## src/inc/fault_status_map.svh

```systemverilog
`ifndef FAULT_STATUS_MAP_SVH
`define FAULT_STATUS_MAP_SVH
// register addresses (6-bit serial frame address)
`define ADDR_GENERAL_FAULT   6'h12
`define ADDR_FEEDBACK_FIRST 6'h13
`define ADDR_FEEDBACK_LAST  6'h18
// general fault field positions
`define TW_LSB              1
`define TSD_LSB             7
`define OVERVOLT_BIT        13
`define LOWINH_BIT          14
`define CHARGE_PUMP_LOW_FLAG_BIT           15
// feedback field positions
`define CF_LSB              1
`define AUXUV_BIT           15
// reset values and the all-outputs disable mask
`define FLAGS_RESET         6'h00
`define ALL_OUTPUTS         6'h3F
`define WORD_RESET          16'h0000
`define CF_RESET            10'h000
`endif

```

## src/inc/fault_status_pkg.sv

```systemverilog
package fault_status_pkg;
  typedef logic [5:0]  out_vec_t;
  typedef logic [9:0]  cf_t;
  typedef logic [15:0] word_t;
  typedef logic [5:0]  addr_t;

  typedef struct packed {
    out_vec_t tw;
    out_vec_t tsd;
    out_vec_t off_latch;
    logic     overvolt;
    logic     low_inhibit;
    logic     cp_low;
    logic     aux_uv;
    cf_t [5:0] cf;
    word_t    rdata;
    logic     rvalid;
  } state_s;
endpackage

```

## src/logic/fault_and_current_feedback_status.sv

```systemverilog
`timescale 1ns/100ps
`include "fault_status_map.svh"
// Overview of operation
// - per-output thermal warning flag, fault bits 1..6, set above warning level
// - warning flag holds while hot; clears by read-and-clear once cooled
// - per-output shutdown flag, fault bits 7..12, set above shutdown level
// - scope select 0 disables offending output; 1 disables all outputs
// - shutdown flag holds while hot; clears by read-and-clear once cooled
// - shut-down output stays off until its shutdown flag is read-and-cleared
// - supply overvoltage flag at fault bit 13
// - supply low-voltage inhibit flag at fault bit 14
// - charge pump low flag at bit 15, latched after condition ends
// - other fault codes may accompany charge pump low; host tolerates them
// - fault bits 1..15 reset to 0 and clear on read-and-clear
// - general fault register lives at address 12H
// - six feedback registers 13H..18H, 10-bit value in bits 10..1
// - feedback value read-only, resets to 0, unaffected by read-and-clear
// - aux rail undervoltage flag at bit 15 of 13H only
// - host selects plain read or read-and-clear by frame operation code
// - aux undervoltage flag set on 3.3 V rail falling, cleared by read-and-clear

module fault_and_current_feedback_status (
  input  wire logic                       sys_clk,
  input  wire logic                       resetn,
  input  wire logic                       clk_en,
  input  wire logic                       rd_strobe,
  input  wire logic                       rd_clear,
  input  wire fault_status_pkg::addr_t    rd_addr,
  output logic                            rd_valid,
  output fault_status_pkg::word_t         rd_data,
  input  wire fault_status_pkg::out_vec_t over_warning,
  input  wire fault_status_pkg::out_vec_t over_warning_release,
  input  wire fault_status_pkg::out_vec_t over_shutdown,
  input  wire fault_status_pkg::out_vec_t over_shutdown_release,
  input  wire logic                       shutdown_scope_select,
  input  wire logic                       supply_over,
  input  wire logic                       supply_low,
  input  wire logic                       charge_pump_low,
  input  wire logic                       aux_rail_low,
  input  wire logic                       cf_update,
  input  wire fault_status_pkg::cf_t      cf_sample [6],
  output fault_status_pkg::out_vec_t      output_disable,
  output fault_status_pkg::out_vec_t      thermal_warning_flag,
  output fault_status_pkg::out_vec_t      thermal_shutdown_flag,
  output logic                            supply_overvoltage_flag,
  output logic                            supply_low_inhibit_flag,
  output logic                            charge_pump_low_flag,
  output logic                            aux_rail_undervoltage_flag
);

  // ************************************************
  // state and helper functions
  // ************************************************
  fault_status_pkg::state_s state_reg;
  fault_status_pkg::state_s state_next;

  // assemble the general fault word
  function automatic fault_status_pkg::word_t fault_word(input fault_status_pkg::state_s s);
    fault_status_pkg::word_t w;
    w = `WORD_RESET;
    w[`TW_LSB +: 6]   = s.tw;
    w[`TSD_LSB +: 6]  = s.tsd;
    w[`OVERVOLT_BIT]  = s.overvolt;
    w[`LOWINH_BIT]    = s.low_inhibit;
    w[`CHARGE_PUMP_LOW_FLAG_BIT]     = s.cp_low;
    return w;
  endfunction

  // decode a feedback address into its output index
  function automatic logic [2:0] cf_index(input fault_status_pkg::addr_t a);
    fault_status_pkg::addr_t d;
    d = a - `ADDR_FEEDBACK_FIRST;
    return d[2:0];
  endfunction

  logic hit_fault;
  logic hit_cf;
  logic clr_fault;
  logic clr_aux;
  fault_status_pkg::word_t fault_now;

  // fault word as it stands, for the read-back check
  assign fault_now = fault_word(state_reg);

  // ************************************************
  // request decode
  // ************************************************
  // address decode and clear qualifiers
  always_comb begin
    hit_fault = rd_strobe && (rd_addr == `ADDR_GENERAL_FAULT);
    hit_cf    = rd_strobe && (rd_addr >= `ADDR_FEEDBACK_FIRST)
                && (rd_addr <= `ADDR_FEEDBACK_LAST);
    clr_fault = hit_fault && rd_clear;
    clr_aux   = rd_strobe && rd_clear && (rd_addr == `ADDR_FEEDBACK_FIRST);
  end

  // ************************************************
  // next state
  // ************************************************
  // next-state: flags, latches, feedback, read answer
  always_comb begin
    state_next = state_reg;
    state_next.rvalid = 1'b0;
    // read answer uses pre-clear values
    if (hit_fault) begin
      state_next.rdata = fault_word(state_reg);
    end else if (hit_cf) begin
      state_next.rdata = `WORD_RESET;
      state_next.rdata[`CF_LSB +: 10] = state_reg.cf[cf_index(rd_addr)];
      if (rd_addr == `ADDR_FEEDBACK_FIRST) begin
        state_next.rdata[`AUXUV_BIT] = state_reg.aux_uv;
      end
    end else begin
      state_next.rdata = `WORD_RESET;
    end
    state_next.rvalid = rd_strobe;
    // clear of fault flags; hardware hold/set below wins
    if (clr_fault) begin
      state_next.tw          = `FLAGS_RESET;
      state_next.tsd         = `FLAGS_RESET;
      state_next.overvolt    = 1'b0;
      state_next.low_inhibit = 1'b0;
      state_next.cp_low      = 1'b0;
    end
    if (clr_aux) begin
      state_next.aux_uv = 1'b0;
    end
    // flags held while above release level, set above threshold
    state_next.tw  = state_next.tw | over_warning
                     | (state_reg.tw & over_warning_release);
    state_next.tsd = state_next.tsd | over_shutdown
                     | (state_reg.tsd & over_shutdown_release);
    state_next.overvolt    = state_next.overvolt | supply_over;
    state_next.low_inhibit = state_next.low_inhibit | supply_low;
    state_next.cp_low      = state_next.cp_low | charge_pump_low;
    state_next.aux_uv      = state_next.aux_uv | aux_rail_low;
    // outputs stay off until their shutdown flag is cleared
    state_next.off_latch = state_next.tsd;
    // feedback value is read-only, only sampled
    if (cf_update) begin
      for (int i = 0; i < 6; i++) begin
        state_next.cf[i] = cf_sample[i];
      end
    end
  end

  // ************************************************
  // state register
  // ************************************************
  // state register with clock enable
  always_ff @(posedge sys_clk or negedge resetn) begin
    if (!resetn) begin
      state_reg <= '0;
    end else if (clk_en) begin
      state_reg <= state_next;
    end
  end

  // ************************************************
  // outputs
  // ************************************************
  // outputs
  always_comb begin
    rd_valid = state_reg.rvalid;
    rd_data  = state_reg.rdata;
    output_disable = shutdown_scope_select && (state_reg.off_latch != `FLAGS_RESET)
                     ? `ALL_OUTPUTS : state_reg.off_latch;
    thermal_warning_flag       = state_reg.tw;
    thermal_shutdown_flag      = state_reg.tsd;
    supply_overvoltage_flag    = state_reg.overvolt;
    supply_low_inhibit_flag    = state_reg.low_inhibit;
    charge_pump_low_flag       = state_reg.cp_low;
    aux_rail_undervoltage_flag = state_reg.aux_uv;
  end

  // ************************************************
  // assertions
  // ************************************************

  // thermal flags set on their condition
  a_tw_set: assert property (@(posedge sys_clk) disable iff (!resetn)
    clk_en && over_warning[0] |=> state_reg.tw[0])
    else $error("warning flag not set");
  a_tw_vec: assert property (@(posedge sys_clk) disable iff (!resetn)
    clk_en |=> (state_reg.tw & $past(over_warning)) == $past(over_warning))
    else $error("warning vector not set");
  a_tw_no_spur: assert property (@(posedge sys_clk) disable iff (!resetn)
    clk_en && !over_warning[4] && !state_reg.tw[4] |=> !state_reg.tw[4])
    else $error("warning flag set without cause");
  a_tsd_set: assert property (@(posedge sys_clk) disable iff (!resetn)
    clk_en && over_shutdown[1] |=> thermal_shutdown_flag[1] && output_disable[1])
    else $error("shutdown flag not set");
  a_tsd_vec: assert property (@(posedge sys_clk) disable iff (!resetn)
    clk_en |=> (state_reg.tsd & $past(over_shutdown)) == $past(over_shutdown))
    else $error("shutdown vector not set");
  a_tsd_no_spur: assert property (@(posedge sys_clk) disable iff (!resetn)
    clk_en && !over_shutdown[4] && !state_reg.tsd[4] |=> !state_reg.tsd[4])
    else $error("shutdown flag set without cause");

  // thermal flags hold while hot, clear once cooled
  a_tw_hold: assert property (@(posedge sys_clk) disable iff (!resetn)
    clk_en && state_reg.tw[2] && over_warning_release[2] |=> state_reg.tw[2])
    else $error("warning flag dropped while hot");
  a_tsd_hold: assert property (@(posedge sys_clk) disable iff (!resetn)
    clk_en && state_reg.tsd[1] && over_shutdown_release[1] |=> state_reg.tsd[1])
    else $error("shutdown flag dropped while hot");
  a_tw_clear: assert property (@(posedge sys_clk) disable iff (!resetn)
    clk_en && clr_fault && (over_warning | over_warning_release) == `FLAGS_RESET
    |=> thermal_warning_flag == `FLAGS_RESET)
    else $error("warning flag not cleared");
  a_tsd_clear: assert property (@(posedge sys_clk) disable iff (!resetn)
    clk_en && clr_fault && (over_shutdown | over_shutdown_release) == `FLAGS_RESET
    |=> thermal_shutdown_flag == `FLAGS_RESET)
    else $error("shutdown flag not cleared");

  // shutdown scope and latched-off outputs
  a_scope_all: assert property (@(posedge sys_clk) disable iff (!resetn)
    shutdown_scope_select && (state_reg.tsd != 6'h00) |-> output_disable == `ALL_OUTPUTS)
    else $error("global shutdown missing");
  a_scope_one: assert property (@(posedge sys_clk) disable iff (!resetn)
    !shutdown_scope_select |-> output_disable == state_reg.tsd)
    else $error("local shutdown wrong");
  a_scope_none: assert property (@(posedge sys_clk) disable iff (!resetn)
    state_reg.tsd == `FLAGS_RESET |-> output_disable == `FLAGS_RESET)
    else $error("output disabled without shutdown");
  a_off_cover: assert property (@(posedge sys_clk) disable iff (!resetn)
    (state_reg.tsd & ~output_disable) == `FLAGS_RESET)
    else $error("shut down output still enabled");
  a_off_hold: assert property (@(posedge sys_clk) disable iff (!resetn)
    clk_en && state_reg.off_latch[1] && !clr_fault |=> state_reg.off_latch[1])
    else $error("output released before clear");

  // supply and charge pump flags
  a_ovolt_set: assert property (@(posedge sys_clk) disable iff (!resetn)
    clk_en && supply_over |=> supply_overvoltage_flag)
    else $error("overvoltage flag not set");
  a_lowinh_set: assert property (@(posedge sys_clk) disable iff (!resetn)
    clk_en && supply_low |=> supply_low_inhibit_flag)
    else $error("low inhibit flag not set");
  a_charge_pump_low_flag_set: assert property (@(posedge sys_clk) disable iff (!resetn)
    clk_en && charge_pump_low |=> charge_pump_low_flag)
    else $error("charge pump flag not set");
  a_charge_pump_low_flag_latch: assert property (@(posedge sys_clk) disable iff (!resetn)
    clk_en && charge_pump_low ##1 (!clr_fault || !clk_en) |=> charge_pump_low_flag)
    else $error("charge pump flag lost");
  a_clear_fault: assert property (@(posedge sys_clk) disable iff (!resetn)
    clk_en && clr_fault && !supply_over |=> !supply_overvoltage_flag)
    else $error("overvoltage not cleared");
  a_lowinh_clear: assert property (@(posedge sys_clk) disable iff (!resetn)
    clk_en && clr_fault && !supply_low |=> !supply_low_inhibit_flag)
    else $error("low inhibit not cleared");
  a_charge_pump_low_flag_clear: assert property (@(posedge sys_clk) disable iff (!resetn)
    clk_en && clr_fault && !charge_pump_low |=> !charge_pump_low_flag)
    else $error("charge pump flag not cleared");
  a_aux_set: assert property (@(posedge sys_clk) disable iff (!resetn)
    clk_en && aux_rail_low |=> aux_rail_undervoltage_flag)
    else $error("aux flag not set");
  a_aux_clear: assert property (@(posedge sys_clk) disable iff (!resetn)
    clk_en && clr_aux && !aux_rail_low |=> !aux_rail_undervoltage_flag)
    else $error("aux flag not cleared");

  // read answer contents and timing
  a_read_preclear: assert property (@(posedge sys_clk) disable iff (!resetn)
    clk_en && hit_fault |=> rd_valid && rd_data == $past(fault_now))
    else $error("read value not pre-clear");
  a_fault_map: assert property (@(posedge sys_clk) disable iff (!resetn)
    clk_en && hit_fault |=> rd_data[`TSD_LSB +: 6] == $past(state_reg.tsd))
    else $error("shutdown field misplaced");
  a_cf_value: assert property (@(posedge sys_clk) disable iff (!resetn)
    clk_en && hit_cf && rd_addr == `ADDR_FEEDBACK_FIRST
    |=> rd_data[`CF_LSB +: 10] == $past(state_reg.cf[0]))
    else $error("feedback value misplaced");
  a_cf_reserved: assert property (@(posedge sys_clk) disable iff (!resetn)
    clk_en && hit_cf |=> rd_data[14:11] == 4'h0)
    else $error("reserved bits nonzero");
  a_aux_only_first: assert property (@(posedge sys_clk) disable iff (!resetn)
    clk_en && hit_cf && rd_addr != `ADDR_FEEDBACK_FIRST |=> !rd_data[15])
    else $error("aux flag outside first register");
  a_cf_readonly: assert property (@(posedge sys_clk) disable iff (!resetn)
    clk_en && !cf_update |=> $stable(state_reg.cf))
    else $error("feedback value changed by access");
  a_unmapped_zero: assert property (@(posedge sys_clk) disable iff (!resetn)
    clk_en && rd_strobe && !hit_fault && !hit_cf |=> rd_data == `WORD_RESET)
    else $error("unmapped address answered nonzero");
  a_valid_pulse: assert property (@(posedge sys_clk) disable iff (!resetn)
    clk_en && rd_strobe |=> rd_valid)
    else $error("access not answered");
  a_valid_idle: assert property (@(posedge sys_clk) disable iff (!resetn)
    clk_en && !rd_strobe |=> !rd_valid)
    else $error("answer without access");
  a_parity_zero: assert property (@(posedge sys_clk) disable iff (!resetn)
    rd_valid |-> !rd_data[0])
    else $error("parity slot not zero");

  // clock enable low freezes the whole state register
  a_state_freeze: assert property (@(posedge sys_clk) disable iff (!resetn)
    !clk_en |=> $stable(state_reg))
    else $error("state moved while frozen");

  // main scenarios reached
  c_read_clear: cover property (@(posedge sys_clk) clr_fault && state_reg.tsd != 6'h00);
  c_global_off: cover property (@(posedge sys_clk)
    shutdown_scope_select && output_disable == `ALL_OUTPUTS);
  c_aux_read: cover property (@(posedge sys_clk) clr_aux && state_reg.aux_uv);
  c_cf_load: cover property (@(posedge sys_clk) clk_en && cf_update);
  c_frozen_read: cover property (@(posedge sys_clk) !clk_en && rd_strobe);

endmodule

```

## config.mk

```make
export PLATFORM = sky130hd
export DESIGN_NAME = fault_and_current_feedback_status
export DESIGN_NICKNAME = d
export VERILOG_FILES = /design/src/inc/fault_status_pkg.sv /design/src/logic/fault_and_current_feedback_status.sv
export VERILOG_INCLUDE_DIRS = /design/src /design/src/inc
export SDC_FILE = /design/constraint.sdc
export NUM_CORES = 1
export LEC_CHECK = 0
export BUFFER_PORTS_ARGS = -buffer_cell sky130_fd_sc_hd__buf_4
export CAP_MARGIN = 20
export CORE_ASPECT_RATIO = 1.75
export CORE_UTILIZATION = 25
export CTS_CLUSTER_DIAMETER = 40
export DETAILED_ROUTE_END_ITERATION = 10
export SLEW_MARGIN = 20
export SYNTH_ARGS = -nofsm -noshare
export SYNTH_HDL_FRONTEND = slang
export SYNTH_SLANG_ARGS = --single-unit
```

## constraint.sdc

```tcl
create_clock -name sys_clk -period 2.5 [get_ports sys_clk]
set_input_delay 0.375 -clock sys_clk [delete_from_list [all_inputs] [get_ports sys_clk]]
set_output_delay 0.375 -clock sys_clk [all_outputs]
set_load 0.02 [all_outputs]
```

==> summary.txt <==
Outcome
  • Run status: complete, no violations

Global routing
  • Initial antenna violation count: 0
  • Vias in the first global route: roughly 3100
  • Overall routing resource usage: 13.0%
  • First-pass GRT wire length: ~17 mm
  • Maximum number of pins on one net before global-route repair: between 60 and 70
  • GR Overflow Total: 0

Drt
  • Top layer used by detailed routing: met4
  • DRC violation count after routing: 0
  • Detailed-route via count: roughly 2900
  • Remaining number of nets flagged by the antenna check after routing: 0
  • Met3 routed wirelength: between 500 and 600 um
  • Routed length on met2: 5.92 mm
  • Post-DR vias/cell: around 4.3
  • Met1 Wirelength: 4.43 mm
  • Number of detailed-routing iterations run before antenna repair: 4
  • Per-cell routed wire length: around 17 um
  • Detailed-route wire length: about 11 mm
  • Iteration-0 DRC Markers: 85

Synthesis
  • Number of warnings reported in the yosys synthesis log: 0
  • Combined area of all synthesized cells: 4290 um^2
  • Number of unique standard cell types used by synthesis: 27
  • Async set-or-reset flop fraction in the synthesized netlist: 100%
  • Cell count after synthesis: between 300 and 400
  • Post-Syn Nets: 420
  • Sequential share of the synthesized area: 53.7%
  • EDFF count, synth: 0
  • Number of synthesized register bits: 92
  • Cell type contributing the most total cell area after synthesis: sky130_fd_sc_hd__dfrtp_1
  • Most common library cells after synthesis: sky130_fd_sc_hd__dfrtp_1 (92), sky130_fd_sc_hd__mux2_2 (70), sky130_fd_sc_hd__buf_4 (29), sky130_fd_sc_hd__nand2_1 (26), sky130_fd_sc_hd__a22o_1 (18)
  • Most common cell in the synthesized netlist: sky130_fd_sc_hd__dfrtp_1
  • Top cells by area in the synthesized netlist: sky130_fd_sc_hd__dfrtp_1 (54%), sky130_fd_sc_hd__mux2_2 (18%), sky130_fd_sc_hd__mux4_2 (5.3%)
  • Top FF cell, synth: sky130_fd_sc_hd__dfrtp_1
  • Mean area per synthesized cell: approximately 14 um^2
  • Area fraction of the dominant cell type after synthesis: approximately 54%

Die
  • Die extent in y: 175 um
  • Die W: ~100 um
  • Number of top-level pins: 140
  • DIE AREA: between 15000 and 20000 um^2
  • Core region area: 16900 um^2
  • Initial core utilization: 25.4%
  • Row cnt: 63

Placement
  • Last weighted congestion value of the routability-driven placer: approximately 0.7
  • Port buffer count: roughly 140
  • Placement-stage worst setup slack: about 0.50 ns
  • HPWL Detailed: around 8.6 mm
  • Total placed instance area: 5390 um^2

Clock network
  • Hold buffers post-CTS: 0
  • Number of buffers inserted by post-CTS setup repair: 0
  • Total number of clock tree sinks: 92
  • Clock transition at the registers of the reported paths: ~0.070 ns
  • TritonCTS clock tree: done
  • CTS HTree Levels: 3
  • TritonCTS Buffers: 9
  • Latest clock arrival within the worst-skew pair: between 0.3 and 0.4 ns
  • Largest buffer count on any clock path: 2
  • Number of gates given a new drive strength after cts: 0
  • Clock tree root driver cell: sky130_fd_sc_hd__clkbuf_16

Worst setup path
  • Slowest cell delay on critical path: between 0.5 and 0.6 ns
  • Required time at the worst-slack endpoint: between 2 and 2.5 ns
  • Cell-by-cell trace of the critical path: or4_1 -> o31ai_2 -> nand2b_1 -> buf_4
  • Type of element capturing the critical path: output port
  • Kind of cell adding the most delay to the critical path: simple AND/OR/NAND/NOR gates
  • Crit path max fanout: 6
  • Worst endpoint data arrival time: approximately 2 ns
  • Worst setup SP type: flip-flop
  • Buf/Inv on CP: 1
  • Category of the critical setup timing path: reg -> out
  • Slowest stage cell, crit path: sky130_fd_sc_hd__or4_1

Power and ir drop
  • Net Sw Power: just over 0.0008 W
  • Portion of total power attributed to the clock network: 38.4%
  • Power per unit of standard cell area: roughly 640 nW/um^2
  • Fraction of power spent switching nets: 22.7%
  • Combinational power share: 14.7%
  • Leakage power: 2.54 nW
  • Int Pwr: around 0.0028 W
  • Power consumption: about 0.0037 W
  • Reg power frac: a little under half
  • Max IR drop VDD: 0.332 mV

Layout
  • Layout fillers: between 1500 and 2000
  • Post-synthesis to final-layout area growth: 32.9%
  • Antenna Diode Count: 0
  • Net count reported at finish: roughly 530
  • Final instance area: 5700 um^2
  • Fraction of layout instances using a drive strength above 1: approximately 57%
  • Max FFs per register: 66

Timing
  • Hold Vio Cnt, Final: 0
  • Number of setup violations in the final report: 0
  • Layout Skew: just over 0.009 ns
  • Final period utilization: between 90% and 100%
  • Max Slew Vio Count: 0
  • Worst slew pin tran: between 0.5 and 0.6 ns
  • Slew Limit Headroom: 63.0%
  • Worst-case setup margin in the final layout: 0.174 ns
  • Time the worst path needs with I/O delays and setup: about 2.3 ns
  • Worst hold-check slack: approximately 0.023 ns
  • Maximum clock frequency: between 400 and 500 MHz
  • Unrepaired setup endpoints after global routing: no
  • Sum Neg Setup Slack: 0 ns

Worst hold path
  • Worst Hold Class: in -> async

Job
  • Max Cap Viol: 0
## area by class of cell
cell class	instances	area [um^2]	area share (%)
clock inverters	3	43.8	0.768
well taps	227	284	4.98
flip-flops and latches	92	2300	40.4
repair buffers	145	1110	19.5
multi-input cells	176	1670	29.4
clock buffers	13	270	4.74
inverters	3	11.3	0.198
## through the flow
step,utilization (%),instances
finish,33.8,659
global route,33.8,659
CTS,33.8,659
detailed placement,31.9,643
global placement,31.9,643
floorplan,-,316
## path summary, 6_finish.rpt
kind	start	slack (ns)	end	depth (start not counted)
max reg2reg	state_reg[65]	1.15	rd_data[9]	2
max	state_reg[84]	0.17	output_disable[0]	4
max in group asynchronous	resetn	1.80	state_reg[63]	2
min in group sys_clk	over_shutdown[5]	0.23	state_reg[86]	3
min	resetn	0.02	state_reg[53]	1
min reg2reg	state_reg[47]	0.50	state_reg[47]	1
## power groups by stage
stage	sequential [W]	clock [W]	combinational, W
floorplan	0.00172	0	0.000321
global placement	0.00174	0	0.000532
detailed placement	0.00175	0	0.000549
CTS	0.00172	0.00145	0.000550
global route	0.00174	0.00152	0.000585
finish	0.00172	0.00141	0.000538
## cells in the final DEF, fill, tap and decap left out, types with 2 or more instances in the layout
cell type	synthesis	layout
sky130_fd_sc_hd__a221o_1	9	9
sky130_fd_sc_hd__a22o_1	18	18
sky130_fd_sc_hd__a22oi_1	3	3
sky130_fd_sc_hd__and4b_1	2	2
sky130_fd_sc_hd__buf_12	0	2
sky130_fd_sc_hd__buf_4	29	143
sky130_fd_sc_hd__clkbuf_16	0	9
sky130_fd_sc_hd__clkbuf_8	0	3
sky130_fd_sc_hd__dfrtp_1	92	92
sky130_fd_sc_hd__ha_1	3	3
sky130_fd_sc_hd__inv_1	3	3
sky130_fd_sc_hd__mux2_2	70	70
sky130_fd_sc_hd__mux2i_1	2	2
sky130_fd_sc_hd__mux4_2	10	10
sky130_fd_sc_hd__nand2_1	26	25
sky130_fd_sc_hd__nand2b_1	8	8
sky130_fd_sc_hd__nand4_1	3	3
sky130_fd_sc_hd__o21ai_0	14	14
## logic make-up (layout without fill, tap and decap cells)
kind of cell,after synthesis,after routing,synth area share (%)
muxes,82,82,24.1
DFF,92,92,53.7
adders and majority gates,3,3,0.875
other,1,1,0.0874
xor gates and xnor gates,1,1,0.204
AOI/OAI and AO/OA,45,45,8.23
and+or+nand+nor,44,44,5.31
buffers and inverters,48,164,7.53
## worst reg2reg max path, cell delays in order (launching register included)
cell	delay, ns
sky130_fd_sc_hd__dfrtp_1	0.40
sky130_fd_sc_hd__mux4_2	0.48
sky130_fd_sc_hd__a221o_1	0.36
## layer usage
layer  vias up  track usage [%]
met1      1418             14.5
met4         0             5.80
met2        95             23.5
met3        14             2.83
met5         -                0
li1       1336                -
Note: power is estimated with default switching activity, not from simulation.
